<file path="config.mk">
export PLATFORM = sky130hd
export DESIGN_NAME = serial_command_port
export DESIGN_NICKNAME = d
export VERILOG_FILES = /design/src/verilog/config_reg_bank.v /design/src/verilog/serial_command_port.v
export VERILOG_INCLUDE_DIRS = /design/src /design/src/verilog
export SDC_FILE = /design/constraint.sdc
export NUM_CORES = 1
export LEC_CHECK = 0
export ABC_CLOCK_PERIOD_IN_PS = 4900
export BUFFER_PORTS_ARGS = -buffer_cell sky130_fd_sc_hd__buf_2
export CAP_MARGIN = 10
export CORE_UTILIZATION = 45
export DETAILED_ROUTE_END_ITERATION = 12
export HOLD_SLACK_MARGIN = 0.03
export PLACE_DENSITY = 0.67
export SYNTH_ARGS = -nofsm -noshare
export SYNTH_HDL_FRONTEND = slang
export SYNTH_SLANG_ARGS = --single-unit
</file>
<file path="constraint.sdc">
create_clock -name core_clk -period 4.9 [get_ports core_clk]
set_input_delay 0.245 -clock core_clk [delete_from_list [all_inputs] [get_ports core_clk]]
set_output_delay 0.245 -clock core_clk [all_outputs]
set_load 0.02 [all_outputs]
</file>
<file path="src/verilog/serial_port_defs.vh">
// Constants shared by the serial command port and its register bank
`ifndef SERIAL_PORT_DEFS_VH
`define SERIAL_PORT_DEFS_VH

// Frame layout
`define FRAME_BITS 5'd20
`define FRAME_CNT_W 5
`define CMD_MSB 19
`define CMD_LSB 16
`define ADDR_MSB 15
`define ADDR_LSB 8
`define DATA_MSB 7
`define DATA_LSB 0

// Command codes
`define IDLE_CMD 4'h0
`define WRITE_CMD 4'h1
`define READ_CMD 4'h2
`define MASK_SET_CMD 4'h3
`define MASK_CLEAR_CMD 4'h4

// Register offsets
`define OFS_POWER_STATE 8'h04
`define OFS_UNLOCK_KEY 8'h05
`define OFS_LANE_SELECT 8'h0D
`define OFS_NUMBER_FORMAT 8'h11
`define OFS_REF_SOURCE 8'h20
`define OFS_TRIM_A_LOW 8'h24
`define OFS_TRIM_A_HIGH 8'h25
`define OFS_TRIM_B_LOW 8'h26
`define OFS_TRIM_B_HIGH 8'h27
`define OFS_INPUT_SETUP 8'h28

// Writable bit masks, reserved bits stay zero
`define MSK_POWER_STATE 8'h06
`define MSK_UNLOCK_KEY 8'h0F
`define MSK_LANE_SELECT 8'h01
`define MSK_NUMBER_FORMAT 8'h01
`define MSK_REF_SOURCE 8'h01
`define MSK_TRIM_LOW 8'hFF
`define MSK_TRIM_HIGH 8'h01
`define MSK_INPUT_SETUP 8'h03

// Reset value of every register
`define REG_RESET 8'h00

// Field positions
`define BIT_STANDBY 2
`define BIT_FULL_PD 1
`define BIT_LANE_MODE 0
`define BIT_FORMAT 0
`define BIT_INT_REF 0
`define KEY_MSB 3
`define UNLOCK_VALUE 4'h9

// Power-up settling times and core clock rate
`define CORE_CLK_MHZ 10
`define WAKE_EXT_REF_US 1000
`define WAKE_INT_REF_US 3000
`define WAKE_STANDBY_US 10

`endif

</file>
<file path="src/verilog/config_reg_bank.v">
// Configuration register bank with registered read port
`timescale 1ns/10ps
`include "serial_port_defs.vh"

module config_reg_bank (
    // Clock and reset
    input wire core_clk,
    input wire srst,
    // Write port
    input wire wr_en,
    input wire [7:0] wr_addr,
    input wire [7:0] wr_data,
    // Read port
    input wire [7:0] rd_addr,
    output reg [7:0] rd_data_r,
    // Register contents
    output reg [7:0] power_state_r,
    output reg [7:0] unlock_key_r,
    output reg [7:0] lane_select_r,
    output reg [7:0] number_format_r,
    output reg [7:0] ref_source_r,
    output reg [7:0] trim_a_low_r,
    output reg [7:0] trim_a_high_r,
    output reg [7:0] trim_b_low_r,
    output reg [7:0] trim_b_high_r,
    output reg [7:0] input_setup_r
);

    ////////////////////////////////////////////////////////////////////////
    // Register writes, masked to implemented bits
    always @(posedge core_clk) begin
        if (srst) begin
            power_state_r <= `REG_RESET;
            unlock_key_r <= `REG_RESET;
            lane_select_r <= `REG_RESET;
            number_format_r <= `REG_RESET;
            ref_source_r <= `REG_RESET;
            trim_a_low_r <= `REG_RESET;
            trim_a_high_r <= `REG_RESET;
            trim_b_low_r <= `REG_RESET;
            trim_b_high_r <= `REG_RESET;
            input_setup_r <= `REG_RESET;
        end else if (wr_en) begin
            case (wr_addr)
                `OFS_POWER_STATE: power_state_r <= wr_data & `MSK_POWER_STATE;
                `OFS_UNLOCK_KEY: unlock_key_r <= wr_data & `MSK_UNLOCK_KEY;
                `OFS_LANE_SELECT: lane_select_r <= wr_data & `MSK_LANE_SELECT;
                `OFS_NUMBER_FORMAT: number_format_r <= wr_data & `MSK_NUMBER_FORMAT;
                `OFS_REF_SOURCE: ref_source_r <= wr_data & `MSK_REF_SOURCE;
                `OFS_TRIM_A_LOW: trim_a_low_r <= wr_data & `MSK_TRIM_LOW;
                `OFS_TRIM_A_HIGH: trim_a_high_r <= wr_data & `MSK_TRIM_HIGH;
                `OFS_TRIM_B_LOW: trim_b_low_r <= wr_data & `MSK_TRIM_LOW;
                `OFS_TRIM_B_HIGH: trim_b_high_r <= wr_data & `MSK_TRIM_HIGH;
                `OFS_INPUT_SETUP: input_setup_r <= wr_data & `MSK_INPUT_SETUP;
                // Unmapped offsets ignore writes
                default: begin
                end
            endcase
        end
    end

    ////////////////////////////////////////////////////////////////////////
    // Registered read, unmapped offsets read zero
    always @(posedge core_clk) begin
        if (srst) begin
            rd_data_r <= 8'h00;
        end else begin
            case (rd_addr)
                `OFS_POWER_STATE: rd_data_r <= power_state_r;
                `OFS_UNLOCK_KEY: rd_data_r <= unlock_key_r;
                `OFS_LANE_SELECT: rd_data_r <= lane_select_r;
                `OFS_NUMBER_FORMAT: rd_data_r <= number_format_r;
                `OFS_REF_SOURCE: rd_data_r <= ref_source_r;
                `OFS_TRIM_A_LOW: rd_data_r <= trim_a_low_r;
                `OFS_TRIM_A_HIGH: rd_data_r <= trim_a_high_r;
                `OFS_TRIM_B_LOW: rd_data_r <= trim_b_low_r;
                `OFS_TRIM_B_HIGH: rd_data_r <= trim_b_high_r;
                `OFS_INPUT_SETUP: rd_data_r <= input_setup_r;
                default: rd_data_r <= 8'h00;
            endcase
        end
    end

endmodule // config_reg_bank

</file>
<file path="src/verilog/serial_command_port.v">
// Serial command decoder, readback shifter and power control of the converter
`timescale 1ns/10ps
`include "serial_port_defs.vh"

////////////////////////////////////////////////////////////////////////////////
////////////////////////////////////////////////////////////////////////////////

module serial_command_port #(
    parameter SHIFT_W = 32,
    parameter WAKE_EXT_CYC = `WAKE_EXT_REF_US * `CORE_CLK_MHZ,
    parameter WAKE_INT_CYC = `WAKE_INT_REF_US * `CORE_CLK_MHZ,
    parameter WAKE_STBY_CYC = `WAKE_STANDBY_US * `CORE_CLK_MHZ
) (
    // Clock and reset
    input wire core_clk,
    input wire srst,
    // Serial pins from the host
    input wire cs_n,
    input wire sclk,
    input wire sdi,
    // Serial output lanes, two-signal form
    output reg serial_out_lane_a_r,
    output reg serial_out_lane_a_oe_r,
    output reg serial_out_lane_b_r,
    output reg serial_out_lane_b_oe_r,
    // Conversion results from the converter core
    input wire [15:0] conv_a_data,
    input wire [15:0] conv_b_data,
    // Power control toward the analog blocks
    output wire converters_standby,
    output wire full_powerdown_enable,
    output reg power_settled_r,
    // Configuration toward the analog blocks
    output wire output_lane_mode_bit,
    output wire twos_complement_fmt,
    output wire internal_ref_sel,
    output wire [7:0] ref_trim_a_low,
    output wire [7:0] ref_trim_a_high,
    output wire [7:0] ref_trim_b_low,
    output wire [7:0] ref_trim_b_high,
    output wire [7:0] input_setup
);

    // Decoder states
    localparam [2:0] ST_IDLE = 3'b001;
    localparam [2:0] ST_FETCH = 3'b010;
    localparam [2:0] ST_APPLY = 3'b100;

    // Settling counter width
    localparam CNT_W = 16;

    ////////////////////////////////////////////////////////////////////////////
    // New register value for a command
    function [7:0] apply_cmd;
        input [3:0] cmd;
        input [7:0] old_val;
        input [7:0] field;
        begin
            case (cmd)
                `WRITE_CMD: apply_cmd = field;
                `MASK_SET_CMD: apply_cmd = old_val | field;
                `MASK_CLEAR_CMD: apply_cmd = old_val & ~field;
                default: apply_cmd = old_val;
            endcase
        end
    endfunction

    // Whether a command modifies a register
    function is_modify;
        input [3:0] cmd;
        begin
            is_modify = (cmd == `WRITE_CMD) || (cmd == `MASK_SET_CMD) ||
                (cmd == `MASK_CLEAR_CMD);
        end
    endfunction

    ////////////////////////////////////////////////////////////////////////////
    // Synchronisers, first stage feeds only the second
    reg cs_n_s1_r; // First stage
    reg cs_n_s2_r; // Second stage
    reg cs_n_d_r; // Edge history
    reg sclk_s1_r;
    reg sclk_s2_r;
    reg sclk_d_r;
    reg sdi_s1_r;
    reg sdi_s2_r;

    // Two flip-flops on each pin, a third for edges
    always @(posedge core_clk) begin
        if (srst) begin
            cs_n_s1_r <= 1'b1;
            cs_n_s2_r <= 1'b1;
            cs_n_d_r <= 1'b1;
            sclk_s1_r <= 1'b1;
            sclk_s2_r <= 1'b1;
            sclk_d_r <= 1'b1;
            sdi_s1_r <= 1'b0;
            sdi_s2_r <= 1'b0;
        end else begin
            cs_n_s1_r <= cs_n;
            cs_n_s2_r <= cs_n_s1_r;
            cs_n_d_r <= cs_n_s2_r;
            sclk_s1_r <= sclk;
            sclk_s2_r <= sclk_s1_r;
            sclk_d_r <= sclk_s2_r;
            sdi_s1_r <= sdi;
            sdi_s2_r <= sdi_s1_r;
        end
    end

    // Edge events on the synchronised pins
    wire cs_rise = cs_n_s2_r & ~cs_n_d_r; // Frame end
    wire cs_fall = ~cs_n_s2_r & cs_n_d_r; // Frame start
    wire frame_on = ~cs_n_s2_r; // Frame in progress
    wire sclk_rise = sclk_s2_r & ~sclk_d_r;
    wire sclk_fall = ~sclk_s2_r & sclk_d_r;

    ////////////////////////////////////////////////////////////////////////////
    // Input shifter and bit counter
    reg [19:0] frame_shift_r; // Last 20 bits seen
    reg [`FRAME_CNT_W-1:0] bit_cnt_r; // Saturates at frame length

    // Capture on serial clock rising edge
    always @(posedge core_clk) begin
        if (srst) begin
            frame_shift_r <= 20'h00000;
            bit_cnt_r <= {`FRAME_CNT_W{1'b0}};
        end else if (cs_fall) begin
            // New frame, restart count
            bit_cnt_r <= {`FRAME_CNT_W{1'b0}};
        end else if (frame_on && sclk_rise) begin
            frame_shift_r <= {frame_shift_r[18:0], sdi_s2_r};
            if (bit_cnt_r != `FRAME_BITS) begin
                bit_cnt_r <= bit_cnt_r + 1'b1;
            end
        end
    end

    // Command fields of the held frame
    wire [3:0] f_cmd = frame_shift_r[`CMD_MSB:`CMD_LSB];
    wire [7:0] f_addr = frame_shift_r[`ADDR_MSB:`ADDR_LSB];
    wire [7:0] f_data = frame_shift_r[`DATA_MSB:`DATA_LSB];
    wire frame_full = (bit_cnt_r == `FRAME_BITS);

    ////////////////////////////////////////////////////////////////////////////
    // Register bank and its connections
    reg wr_en_r; // One-cycle write strobe
    reg [7:0] wr_addr_r;
    reg [7:0] wr_data_r;
    wire [7:0] rd_data;
    wire [7:0] power_state;
    wire [7:0] unlock_key;
    wire [7:0] lane_select;
    wire [7:0] number_format;
    wire [7:0] ref_source;

    config_reg_bank u_regs (
        .core_clk(core_clk),
        .srst(srst),
        .wr_en(wr_en_r),
        .wr_addr(wr_addr_r),
        .wr_data(wr_data_r),
        .rd_addr(f_addr),
        .rd_data_r(rd_data),
        .power_state_r(power_state),
        .unlock_key_r(unlock_key),
        .lane_select_r(lane_select),
        .number_format_r(number_format),
        .ref_source_r(ref_source),
        .trim_a_low_r(ref_trim_a_low),
        .trim_a_high_r(ref_trim_a_high),
        .trim_b_low_r(ref_trim_b_low),
        .trim_b_high_r(ref_trim_b_high),
        .input_setup_r(input_setup)
    );

    // Field outputs, each a bank flip-flop
    assign converters_standby = power_state[`BIT_STANDBY];
    assign full_powerdown_enable = power_state[`BIT_FULL_PD];
    assign output_lane_mode_bit = lane_select[`BIT_LANE_MODE];
    assign twos_complement_fmt = number_format[`BIT_FORMAT];
    assign internal_ref_sel = ref_source[`BIT_INT_REF];

    // Power-state writes allowed only when unlocked
    wire unlock_code_field_ok = (unlock_key[`KEY_MSB:0] == `UNLOCK_VALUE);
    wire locked_target = (f_addr == `OFS_POWER_STATE) && !unlock_code_field_ok;

    ////////////////////////////////////////////////////////////////////////////
    // Decoder state machine, runs after select rise
    reg [2:0] state_r;
    reg [2:0] state_nxt;
    reg read_pend_r; // Read value waits for next frame
    reg [7:0] read_hold_r; // Value to shift out

    // Next state
    always @* begin
        state_nxt = state_r;
        case (state_r)
            ST_IDLE: begin
                // Only complete frames go on
                if (cs_rise && frame_full) begin
                    state_nxt = ST_FETCH;
                end
            end
            ST_FETCH: begin
                // Bank read data valid next cycle
                state_nxt = ST_APPLY;
            end
            ST_APPLY: begin
                state_nxt = ST_IDLE;
            end
            default: begin
                state_nxt = ST_IDLE;
            end
        endcase
    end

    // State, write strobe and read capture
    always @(posedge core_clk) begin
        if (srst) begin
            state_r <= ST_IDLE;
            wr_en_r <= 1'b0;
            wr_addr_r <= 8'h00;
            wr_data_r <= 8'h00;
            read_pend_r <= 1'b0;
            read_hold_r <= 8'h00;
        end else begin
            state_r <= state_nxt;
            wr_en_r <= 1'b0;
            if (cs_fall) begin
                // Pending read is consumed by this frame
                read_pend_r <= 1'b0;
            end
            if (state_r == ST_APPLY) begin
                if (is_modify(f_cmd) && !locked_target) begin
                    wr_en_r <= 1'b1;
                    wr_addr_r <= f_addr;
                    wr_data_r <= apply_cmd(f_cmd, rd_data, f_data);
                end else if (f_cmd == `READ_CMD) begin
                    read_pend_r <= 1'b1;
                    read_hold_r <= rd_data;
                end
                // Idle and undefined codes do nothing
            end
        end
    end

    ////////////////////////////////////////////////////////////////////////////
    // Conversion results sampled at frame end
    reg [15:0] conv_a_hold_r;
    reg [15:0] conv_b_hold_r;

    // Sample results when select rises
    always @(posedge core_clk) begin
        if (srst) begin
            conv_a_hold_r <= 16'h0000;
            conv_b_hold_r <= 16'h0000;
        end else if (cs_rise) begin
            conv_a_hold_r <= conv_a_data;
            conv_b_hold_r <= conv_b_data;
        end
    end

    ////////////////////////////////////////////////////////////////////////////
    // Output shifters, change on serial clock falling edges
    reg [SHIFT_W-1:0] out_a_r; // Lane A bits, MSB first
    reg [SHIFT_W-1:0] out_b_r; // Lane B bits, MSB first
    wire [SHIFT_W-1:0] out_a_nxt = out_a_r << 1;
    wire [SHIFT_W-1:0] out_b_nxt = out_b_r << 1;

    // Load at frame start, shift thereafter
    always @(posedge core_clk) begin
        if (srst) begin
            out_a_r <= {SHIFT_W{1'b0}};
            out_b_r <= {SHIFT_W{1'b0}};
        end else if (cs_fall) begin
            if (read_pend_r) begin
                // Register value leads lane A
                out_a_r <= {read_hold_r, 24'h000000};
                out_b_r <= {SHIFT_W{1'b0}};
            end else if (output_lane_mode_bit) begin
                // Both results in turn on lane A
                out_a_r <= {conv_a_hold_r, conv_b_hold_r};
                out_b_r <= {SHIFT_W{1'b0}};
            end else begin
                // One result per lane
                out_a_r <= {conv_a_hold_r, 16'h0000};
                out_b_r <= {conv_b_hold_r, 16'h0000};
            end
        end else if (frame_on && sclk_fall) begin
            out_a_r <= out_a_nxt;
            out_b_r <= out_b_nxt;
        end
    end

    // Pin drivers: float outside frames
    always @(posedge core_clk) begin
        if (srst) begin
            serial_out_lane_a_r <= 1'b0;
            serial_out_lane_a_oe_r <= 1'b0;
            serial_out_lane_b_r <= 1'b0;
            serial_out_lane_b_oe_r <= 1'b0;
        end else begin
            serial_out_lane_a_r <= frame_on & out_a_r[SHIFT_W-1];
            serial_out_lane_a_oe_r <= frame_on;
            serial_out_lane_b_r <= frame_on & out_b_r[SHIFT_W-1];
            serial_out_lane_b_oe_r <= frame_on;
        end
    end

    ////////////////////////////////////////////////////////////////////////////
    // Power-up settling after leaving low-power states
    reg full_pd_d_r; // Previous full power-down bit
    reg stby_d_r; // Previous standby bit
    reg [CNT_W-1:0] settle_cnt_r;
    wire full_pd_exit = full_pd_d_r & ~full_powerdown_enable;
    wire stby_exit = stby_d_r & ~converters_standby;

    // Count settling time, length by reference source after full power-down
    always @(posedge core_clk) begin
        if (srst) begin
            full_pd_d_r <= 1'b0;
            stby_d_r <= 1'b0;
            settle_cnt_r <= {CNT_W{1'b0}};
            power_settled_r <= 1'b0;
        end else begin
            full_pd_d_r <= full_powerdown_enable;
            stby_d_r <= converters_standby;
            if (full_pd_exit) begin
                if (internal_ref_sel) begin
                    settle_cnt_r <= WAKE_INT_CYC[CNT_W-1:0];
                end else begin
                    settle_cnt_r <= WAKE_EXT_CYC[CNT_W-1:0];
                end
            end else if (stby_exit) begin
                settle_cnt_r <= WAKE_STBY_CYC[CNT_W-1:0];
            end else if (settle_cnt_r != {CNT_W{1'b0}}) begin
                settle_cnt_r <= settle_cnt_r - 1'b1;
            end
            // Ready when awake and no countdown runs
            power_settled_r <= ~full_powerdown_enable & ~converters_standby &
                ~full_pd_exit & ~stby_exit & (settle_cnt_r == {CNT_W{1'b0}});
        end
    end

endmodule // serial_command_port

</file>
Word-level counts from Yosys, hierarchy flattened
Index checks and enable logic that the tools add are counted.
- flip-flop bits (word level): 217
- input bits: 37
- output and inout bits: 50
- word-level logic and storage cells: 147
- add/subtract/negate cells: 2
- equal/unequal tests: 31
- multiplexer cells: 21
- bitwise logic cells: 26
- reduce and logical (&&, ||, !) cells: 29
- operators by type and width (kind ; number):
    $mux W32 ; 7
    $eq A8 B6 Y1 const B ; 12
    $pmux W8 S10 ; 1
    $mux W16 ; 4
    $eq A8 B3 Y1 const B ; 4
    $reduce_and A2 Y1 ; 13
    $pmux W8 S3 ; 1
    $eq A8 B4 Y1 const B ; 2
    $eq A8 B5 Y1 const B ; 2
    $logic_not A16 Y1 ; 1
    $reduce_bool A16 Y1 ; 1
    $sub A16 B1 Y16 const B ; 1
    $mux W15 ; 1
    $and A1 B1 Y1 ; 12
    $not A1 Y1 ; 11
    $and A8 B8 Y8 ; 1
    $eq A4 B2 Y1 const B ; 2
    $not A8 Y8 ; 1
    $or A8 B8 Y8 ; 1
    $pmux W3 S2 ; 1
    $add A5 B1 Y5 const B ; 1
    $eq A5 B5 Y1 const B ; 1
    $logic_and A1 B1 Y1 ; 5
    $mux W1 ; 5
    other kinds (15) ; 18

Longest topological paths before layout
Gate-level depths: netlist of the first run.
- word-level depth: 7
- mapped depth: 9
- mapped depth without buffers: 6

Hierarchy
From an unflattened synthesis of the first run, not the netlist that was laid out.
- cell total of the unflattened synthesis: 1033
- area, all modules: 9014.9 sq um
- modules (own cells, without submodules) (module ; instances ; cells an instance ; area each (sq um) ; seq. area each (sq um)):
    serial_command_port ; 1 ; 786 ; 6716.4 ; 3283.1
    config_reg_bank ; 1 ; 247 ; 2298.5 ; 740.7

Least setup slack after synthesis of the first run
OpenSTA, ideal clock, no wires.
- path type: register to register
- from: register frame_shift_r[9]
- to: register wr_data_r[4]
- setup time: 79 ps
- arrival: 2180 ps
- required time: 4821 ps
- setup slack: 2641 ps
- cell stages (with the launch flop): 10
- path buffers: 5
- period minus slack after synthesis: 2259 ps
- path through: dfxtp_1 -> buf_6 -> or4_1 -> buf_2 -> or4_1 -> buf_2 -> and2_4 -> buf_6 -> buf_6 -> a211oi_2
- longest elaborated chain between the ends: 5
- RTL lines (item ; RTL line ; text):
    from (decl) ; serial_command_port.v:120 ; reg [19:0] frame_shift_r;
    from (signal assigned) ; serial_command_port.v:132 ; frame_shift_r <= {frame_shift_r[18:0], sdi_s2_r};
    $eq A8 B3 Y1 ; -- ;
    $logic_and A1 B1 Y1 ; serial_command_port.v:186 ; wire locked_target = (f_addr == `OFS_POWER_STATE) && !unlock_code_field_ok;
    $logic_not A1 Y1 ; serial_command_port.v:235 ; if (is_modify(f_cmd) && !locked_target) begin
    $logic_and A1 B1 Y1 ; serial_command_port.v:235 ;
    $reduce_and A2 Y1 (no source line) ; -- ;
    to (signal assigned) ; serial_command_port.v:238 ; wr_data_r <= apply_cmd(f_cmd, rd_data, f_data);
    to (decl) ; serial_command_port.v:149 ; reg [7:0] wr_data_r;
No other way between the ends.
A chain may end at the register's enable or synchronous reset.

Worst setup path in the final report of the first run
- from: register cs_n_s2_r
- to: register out_a_r[3]
- longest elaborated chain between the ends: 3
- elaborated cells on any way between the ends: 5
- classes of those cells: mux (1); bitwise (2); reduce/logical (2)
- RTL lines (item ; RTL line ; text):
    from (decl) ; serial_command_port.v:80 ; reg cs_n_s2_r;
    from (signal assigned) ; serial_command_port.v:101 ; cs_n_s2_r <= cs_n_s1_r;
    $not A1 Y1 * ; serial_command_port.v:113, serial_command_port.v:114 ;
    $and A1 B1 Y1 / $logic_and A1 B1 Y1 (equally long branches) ; serial_command_port.v:113, serial_command_port.v:290 ;
    $mux W32 / $reduce_bool A2 Y1 (equally long branches) ; -- ;
    to (signal assigned) ; serial_command_port.v:274 ; out_a_r <= {SHIFT_W{1'b0}};
    to (signal assigned) ; serial_command_port.v:279 ; out_a_r <= {read_hold_r, 24'h000000};
    to (signal assigned) ; serial_command_port.v:283 ; out_a_r <= {conv_a_hold_r, conv_b_hold_r};
    to (decl) ; serial_command_port.v:266 ; reg [SHIFT_W-1:0] out_a_r;
Mark *: on every way between the ends. The rest lies on a longest branch, timed or not.

==> results of run 1 <==
-- layer usage --
layer	routed length (um)	vias up	track usage, %
met1	9489	3296	27.26
met5	0	-	0
li1	-	3588	-
met3	839	31	2.667
met2	8992	170	31.84
met4	385	0	6.465
-- cell usage in the layout (no fill, tap or decap), types with 11 or more instances in the layout --
cell and count:
sky130_fd_sc_hd__dlygate4sd3_1 35, sky130_fd_sc_hd__dfxtp_1 201, sky130_fd_sc_hd__buf_2 65, sky130_fd_sc_hd__nor2_1 89, sky130_fd_sc_hd__nor2b_1 30, sky130_fd_sc_hd__a22oi_1 15
sky130_fd_sc_hd__nand2_1 153, sky130_fd_sc_hd__a211oi_1 62, sky130_fd_sc_hd__o21ai_0 39, sky130_fd_sc_hd__o211ai_1 13, sky130_fd_sc_hd__nor3_1 11, sky130_fd_sc_hd__clkbuf_16 23
sky130_fd_sc_hd__mux2i_1 63, sky130_fd_sc_hd__conb_1 20, sky130_fd_sc_hd__inv_1 13, sky130_fd_sc_hd__a21oi_1 80, sky130_fd_sc_hd__nand2b_1 18
-- cell families after synthesis --
logic type,after synthesis
buf+inv,108
compound gates,240
fa+ha+maj,3
other cells,1
flops,201
xor+xnor,7
mux,63
simple gates,381
-- final cells by class --
class | count | area share (%)
tap | 234 | 2.912
inverter | 14 | 0.5227
clock inverter | 9 | 1.220
clock buffer | 31 | 6.621
sequential | 201 | 40.02
multi-input combinational | 714 | 41.53
timing repair buffer | 106 | 7.169
-- where the power goes --
| part | internal, uW | switching (uW) |
|---|---|---|
| combinational | 247 | 349 |
| clock | 1100 | 670 |
| sequential | 1730 | 80.3 |
| total | 3080 | 1100 |
-- critical path, cell delays in order, from the launching register on --
cell	delay, ns
sky130_fd_sc_hd__dfxtp_1	0.41
sky130_fd_sc_hd__or3b_2	0.89
sky130_fd_sc_hd__nand2_1	0.89
sky130_fd_sc_hd__nor2_1	0.31
sky130_fd_sc_hd__a211oi_1	0.08
-- stage by stage --
step           hold slack [ns]  cell area (um^2)  setup WS, ns  instances  util [%]
6_report                0.3633             10050         2.121       1309     53.57
5_1_grt                 0.4226             10050         1.839       1309     53.57
4_1_cts                 0.3855             10050         2.141       1309     53.57
3_5_place_dp            0.3981              8915         2.145       1234     47.50
3_3_place_gp            0.4157              8915         2.231       1234     47.50
2_1_floorplan           0.3488              8700         2.641       1023         -
-- flip-flops by register name, summed over array words and instances, names as in the netlist, 16 cells and up --
signal,flops
conv_b_hold_r,16
settle_cnt_r,16
out_b_r,16
conv_a_hold_r,16
frame_shift_r,20
out_a_r,32
-- worst max path at each step --
stage                     startpoint           end
finish                     cs_n_s2_r    out_a_r[3]
global placement           cs_n_s2_r    out_a_r[5]
global route               cs_n_s2_r   out_b_r[29]
detailed placement         cs_n_s2_r    out_a_r[3]
floorplan           frame_shift_r[9]  wr_data_r[4]
CTS                        cs_n_s2_r    out_a_r[3]
==> results.tsv, run 1 <==
metric	value	unit
die extent in x	140.5	um
count of hold buffers inserted by post-cts repair	35	
Initial Util	45.97	%
via count of the first global-routing pass	6498	
register cell area after layout	4024	um^2
maximum number of pins on one net before global-route repair	97	
sum of net half-perimeters after detailed placement	12080	um
Std-Cell Rows	50	
Worst Path Max Fanout	49	
Setup Skew	0.008753	ns
status	complete, no violations	
largest family of logic cells by synthesized area	simple AND/OR/NAND/NOR gates	
post-synthesis compound-gate area fraction	17.76	%
worst-margin pin slew	1.117	ns
Synth Flop Type	sky130_fd_sc_hd__dfxtp_1	
Synth Instances	1004	
Unique masters post-synth	55	
antenna violation net count after detailed routing	0	
Slew HR	25.56	%
area inside the core boundary	18770	um^2
post-synthesis simple-gate area fraction	21.19	%
Pre-antenna DRT Iters	5	
required arrival time at the worst endpoint	5.23	ns
Cell Area, Synth	8628	um^2
clock latency of the later-clocked register in the worst-skew pair	0.50	ns
area added between synthesis and finish	16.52	%
Total Nets Final	1099	
Sum Neg Setup Slack	0	ns
minimum period implied by the final worst setup slack	2.779	ns
register area share after synthesis	46.64	%
total detailed-routing wirelength	19710	um
share of synthesized flip-flops with an asynchronous set or reset	0	%
Clock Root Buffer	sky130_fd_sc_hd__clkbuf_16	
clock transition at the register clock pins on the worst setup and hold paths after CTS	0.06	ns
number of diodes added for antenna fixing	0	
launch instance of the worst register-to-register path	cs_n_s2_r	
clock buffer count from CTS	22	
cell with the most instances after synthesis	sky130_fd_sc_hd__dfxtp_1	
postcts setup bufs	0	
area of combinational cells with multiple inputs	4175	um^2
hold depth	2	
final hold violation count	0	
commonest cells in the netlist	201 x sky130_fd_sc_hd__dfxtp_1, 153 x sky130_fd_sc_hd__nand2_1, 89 x sky130_fd_sc_hd__nor2_1, 80 x sky130_fd_sc_hd__a21oi_1, 64 x sky130_fd_sc_hd__clkbuf_1	
Syn Area/Cell	8.594	um^2
initial antenna violation count	0	
Via Count	7085	
wire length of the first global-routing pass	32370	um
drc violations	0	
RR Endpoint	out_a_r[3]	
Worst setup SP type	flip-flop	
maximum VDD drop	0.0003044	V
IO buf count	66	
Max Cap Violations	0	
f_max	359.9	MHz
post-CTS resize count	0	
mux contribution to synthesized area	7.309	%
power per standard cell area	415.6	nW/um^2
maximum number of buffers from clock root to sink	3	
unrepaired setup endpoints after global routing	no	
average wire length per cell after detail routing	15.06	um
Final Cycle Share	56.71	%
static leakage power	0.003970	uW
xor/xnor share of the synthesized area	0.7106	%
main area contributors after synthesis	sky130_fd_sc_hd__dfxtp_1 47%, sky130_fd_sc_hd__mux2i_1 7.3%, sky130_fd_sc_hd__nand2_1 6.7%, sky130_fd_sc_hd__a211oi_1 5.4%, sky130_fd_sc_hd__a21oi_1 4.6%	
element type at the critical path end	flip-flop	
fraction of final layout cells with drive strength greater than 1	11.81	%
number of max-slew violations in the final report	0	
register-to-register setup slack	2.12	ns
top cell type's share of synthesized area	46.64	%
GRT Util Overall	19.74	%
synthesis-stage register bit count	201	
WS Path Type	reg -> reg	
number of flops mapped to enable cells by yosys	0	
fillers	1745	
TritonCTS clock tree	done	
number of warnings printed during yosys synthesis	0	
Final Wtd Congestion	0.8113	
boundary pin count	87	
die area	19730	um^2
Arrival @ worst endpoint	3.11	ns
vias per inst	5.413	
clock sink total	201	
H-Tree Depth	1	
dominant cell type by area after synthesis	sky130_fd_sc_hd__dfxtp_1	
Vert. Die Dim	140.5	um
class of the tightest hold or removal check	in -> reg	
hold path start	srst	
leftover overflow at the end of global routing	0	
final setup fails	0	
total power	4178	uW
number of cell instances on the worst register-to-register path	4	
Hold Path Sink	read_hold_r[1]	
count of routing violations after the opening detailed-route iteration	380	
adder-cell share of the synthesized area	0.4350	%
Power figures use the tool's default switching activity.
==> run 2, diff against run 1 <==
--- a/config.mk
+++ b/config.mk
@@ -6,13 +6,13 @@
 export SDC_FILE = /design/constraint.sdc
 export NUM_CORES = 1
 export LEC_CHECK = 0
-export ABC_CLOCK_PERIOD_IN_PS = 4900
+export ABC_CLOCK_PERIOD_IN_PS = 2300
 export BUFFER_PORTS_ARGS = -buffer_cell sky130_fd_sc_hd__buf_2
 export CAP_MARGIN = 10
 export CORE_UTILIZATION = 45
 export DETAILED_ROUTE_END_ITERATION = 12
 export HOLD_SLACK_MARGIN = 0.03
-export PLACE_DENSITY = 0.67
+export PLACE_DENSITY = 0.69
 export SYNTH_ARGS = -nofsm -noshare
 export SYNTH_HDL_FRONTEND = slang
 export SYNTH_SLANG_ARGS = --single-unit
==> constraint.sdc (replaced) <==
create_clock -name core_clk -period 2.3 [get_ports core_clk]
set_input_delay 0.115 -clock core_clk [delete_from_list [all_inputs] [get_ports core_clk]]
set_output_delay 0.115 -clock core_clk [all_outputs]
set_load 0.02 [all_outputs]
==> run 2 against run 1 <==
  * Global-route usage increased by 0.60 points
  * Clock-buffer cell count down 2
  * Largest power group is now clock
  * Fmax grew 28%
  * Cell area increased by 2.9%
  * Largest cell class unchanged
==> results.tsv, run 2 (synthesis results as in run 1) <==
metric	value	unit	change
TritonCTS clock tree	done		
family with the most delay on the worst path	simple AND/OR/NAND/NOR gates		
cell internal pwr	6780	uW	+120%
Arrival @ worst endpoint	2.60	ns	-0.51 ns
element type at the critical path end	flip-flop		
clock transition at the register clock pins on the worst setup and hold paths after CTS	0.06	ns	about the same
final hold violation count	0		unchanged
die area	19730	um^2	unchanged
maximum number of pins on one net before global-route repair	130		+34%
wire length of the first global-routing pass	33170	um	+2.5%
count of routing violations after the opening detailed-route iteration	541		+42%
fraction of final layout cells with drive strength greater than 1	14.10	%	+2.3 points
Worst setup SP type	flip-flop		
Pre-antenna DRT Iters	5		unchanged
largest registers	out_a_r x32, frame_shift_r x20		
most common cell after layout, fill and taps aside	sky130_fd_sc_hd__dfxtp_1		
die extent in x	140.5	um	unchanged
final setup fails	0		unchanged
worst-margin pin slew	0.7176	ns	-0.3990 ns
WS Path Type	reg -> reg		
switching part of the total	25.94	%	-0.37 points
fraction of power consumed by combinational cells	14.3	%	about the same
number of diodes added for antenna fixing	0		unchanged
power per standard cell area	884.9	nW/um^2	+110%
Setup Skew	0.008971	ns	+0.0002174 ns
drc violations	0		unchanged
f_max	460.6	MHz	+28%
number of max-slew violations in the final report	0		unchanged
series of cell instances along the critical path	or4_1 -> or4_1 -> buf_4 -> nand2_1 -> mux2i_1		
most prevalent standard cell on the critical path	sky130_fd_sc_hd__or4_1		
Vert. Die Dim	140.5	um	unchanged
clock sink total	201		unchanged
most frequent cells in the layout	201 x sky130_fd_sc_hd__dfxtp_1, 153 x sky130_fd_sc_hd__nand2_1, 89 x sky130_fd_sc_hd__nor2_1, 80 x sky130_fd_sc_hd__a21oi_1, 65 x sky130_fd_sc_hd__buf_2		
number of gates on the worst path with buffers counted	5		+1
Via Count	7259		+2.5%
clock buffer count from CTS	23		+4.5%
register cell area after layout	4024	um^2	unchanged
average wire length per cell after detail routing	14.99	um	-0.41%
total detailed-routing wirelength	20090	um	+1.9%
total power	9155	uW	+120%
leftover overflow at the end of global routing	0		unchanged
relative contribution of the clock network to total power	43.6	%	+1.2 points
GRT Util Overall	20.34	%	+0.60 points
antenna violation net count after detailed routing	0		unchanged
Final Cycle Share	94.39	%	+38 points
utilization after layout	55.12	%	+1.6 points
switching power	2375	uW	+120%
Final Wtd Congestion	0.9060		+12%
library cell contributing the largest single delay on the critical path	sky130_fd_sc_hd__or4_1		
most flop-heavy register	out_a_r		
Std-Cell Rows	50		unchanged
Clock Root Buffer	sky130_fd_sc_hd__clkbuf_16		
Max Cap Violations	0		unchanged
Worst Path Max Fanout	9		-82%
sum of net half-perimeters after detailed placement	12500	um	+3.4%
area of combinational cells with multiple inputs	4175	um^2	unchanged
maximum VDD drop	0.0005819	V	+91%
hold depth	3		+1
IO buf count	66		unchanged
required arrival time at the worst endpoint	2.73	ns	-2.50 ns
H-Tree Depth	1		unchanged
Total Nets Final	1129		+2.7%
Sum Neg Setup Slack	0	ns	unchanged
maximum number of buffers from clock root to sink	3		unchanged
status	complete, no violations		
worst path buffer plus inverter count	1		+1
minimum setup slack after placement	0.1823	ns	-1.962 ns
class of the tightest hold or removal check	in -> reg		
area added between synthesis and finish	19.90	%	
Worst path max stage delay	0.65	ns	-0.24 ns
number of cell instances on the worst register-to-register path	5		+1
boundary pin count	87		unchanged
clock latency of the later-clocked register in the worst-skew pair	0.51	ns	about the same
relative contribution of sequential cells to total power	42.1	%	-1.2 points
unrepaired setup endpoints after global routing	no		
postcts setup bufs	0		unchanged
Initial Util	45.97	%	unchanged
Final WS setup	0.1290	ns	-1.992 ns
max FFs per register	32		unchanged
minimum period implied by the final worst setup slack	2.171	ns	-0.6079 ns
worst hold slack after final layout	0.3618	ns	-0.001512 ns
Slew HR	52.16	%	+27 points
via count of the first global-routing pass	6700		+3.1%
area inside the core boundary	18770	um^2	unchanged
initial antenna violation count	0		unchanged
fillers	1700		-2.6%
vias per inst	5.417		about the same
static leakage power	0.004138	uW	+4.2%
run 2: cell types whose count changed in the layout (fill, tap and decap cells not counted):
| cell | previous run | this run |
|---|---|---|
| sky130_fd_sc_hd__clkbuf_8 | 6 | 4 |
| sky130_fd_sc_hd__clkinv_2 | 5 | 4 |
| sky130_fd_sc_hd__buf_12 | 0 | 1 |
| sky130_fd_sc_hd__buf_6 | 0 | 1 |
| sky130_fd_sc_hd__inv_6 | 0 | 2 |
| sky130_fd_sc_hd__bufinv_16 | 3 | 5 |
| sky130_fd_sc_hd__buf_4 | 6 | 31 |
| sky130_fd_sc_hd__dlygate4sd3_1 | 35 | 37 |
| sky130_fd_sc_hd__clkinvlp_4 | 1 | 2 |
run 2: what timing repair did:
action | 4_1_cts | 5_1_grt
gates resized for setup | 0 | 0
hold endpoints to repair | 55 | 0
hold buffers | 37 | 0
run 2: routing by layer:
layer  GRT usage (%)  up-vias  wire [um]  part of all wire (%)
met5               0        -          0                     0
met4           6.751        0        573                   2.9
met3           2.906       41        707                   3.5
met2           32.68      157       9344                    47
met1           28.07     3410       9464                    47
li1                -     3651          -                     -
run 2: final timing paths:
check	from	endpoint	slack, ns
min	sdi	sdi_s1_r	0.36
max reg2reg	frame_shift_r[15]	wr_addr_r[2]	0.13
min reg2reg	cs_n_s1_r	cs_n_s2_r	0.42
max	frame_shift_r[15]	wr_addr_r[2]	0.13
run 2: power by group through the flow:
stage,clock network [uW],registers [uW],logic (uW)
floorplan,0,3880,1030
global placement,0,3920,1240
detailed placement,0,3920,1240
CTS,4090,3850,1290
global route,4220,3880,1470
finish,3990,3850,1310
run 2: cell type report:
class / instances / share of cell area, %
multi-input cells: 714 / 40.36
flip-flops and latches: 201 / 38.90
repair buffers: 135 / 9.277
clock buffers: 29 / 6.168
well taps: 234 / 2.830
clock inverters: 13 / 1.959
inverters: 14 / 0.5080
run 2: worst register-to-register path: cells and delay by family, from the launching register on:
family,cells,cell delay [ns]
buffers and inverters,1,0.23
multiplexers,1,0.21
flip-flops,1,0.35
AND/OR/NAND/NOR,3,1.31
run 2: per-stage QoR:
stage | instance area, um^2 | std cells
CTS | 10340 | 1340
detailed placement | 9134 | 1261
finish | 10340 | 1340
global placement | 9134 | 1261
floorplan | 8700 | 1023
global route | 10340 | 1340
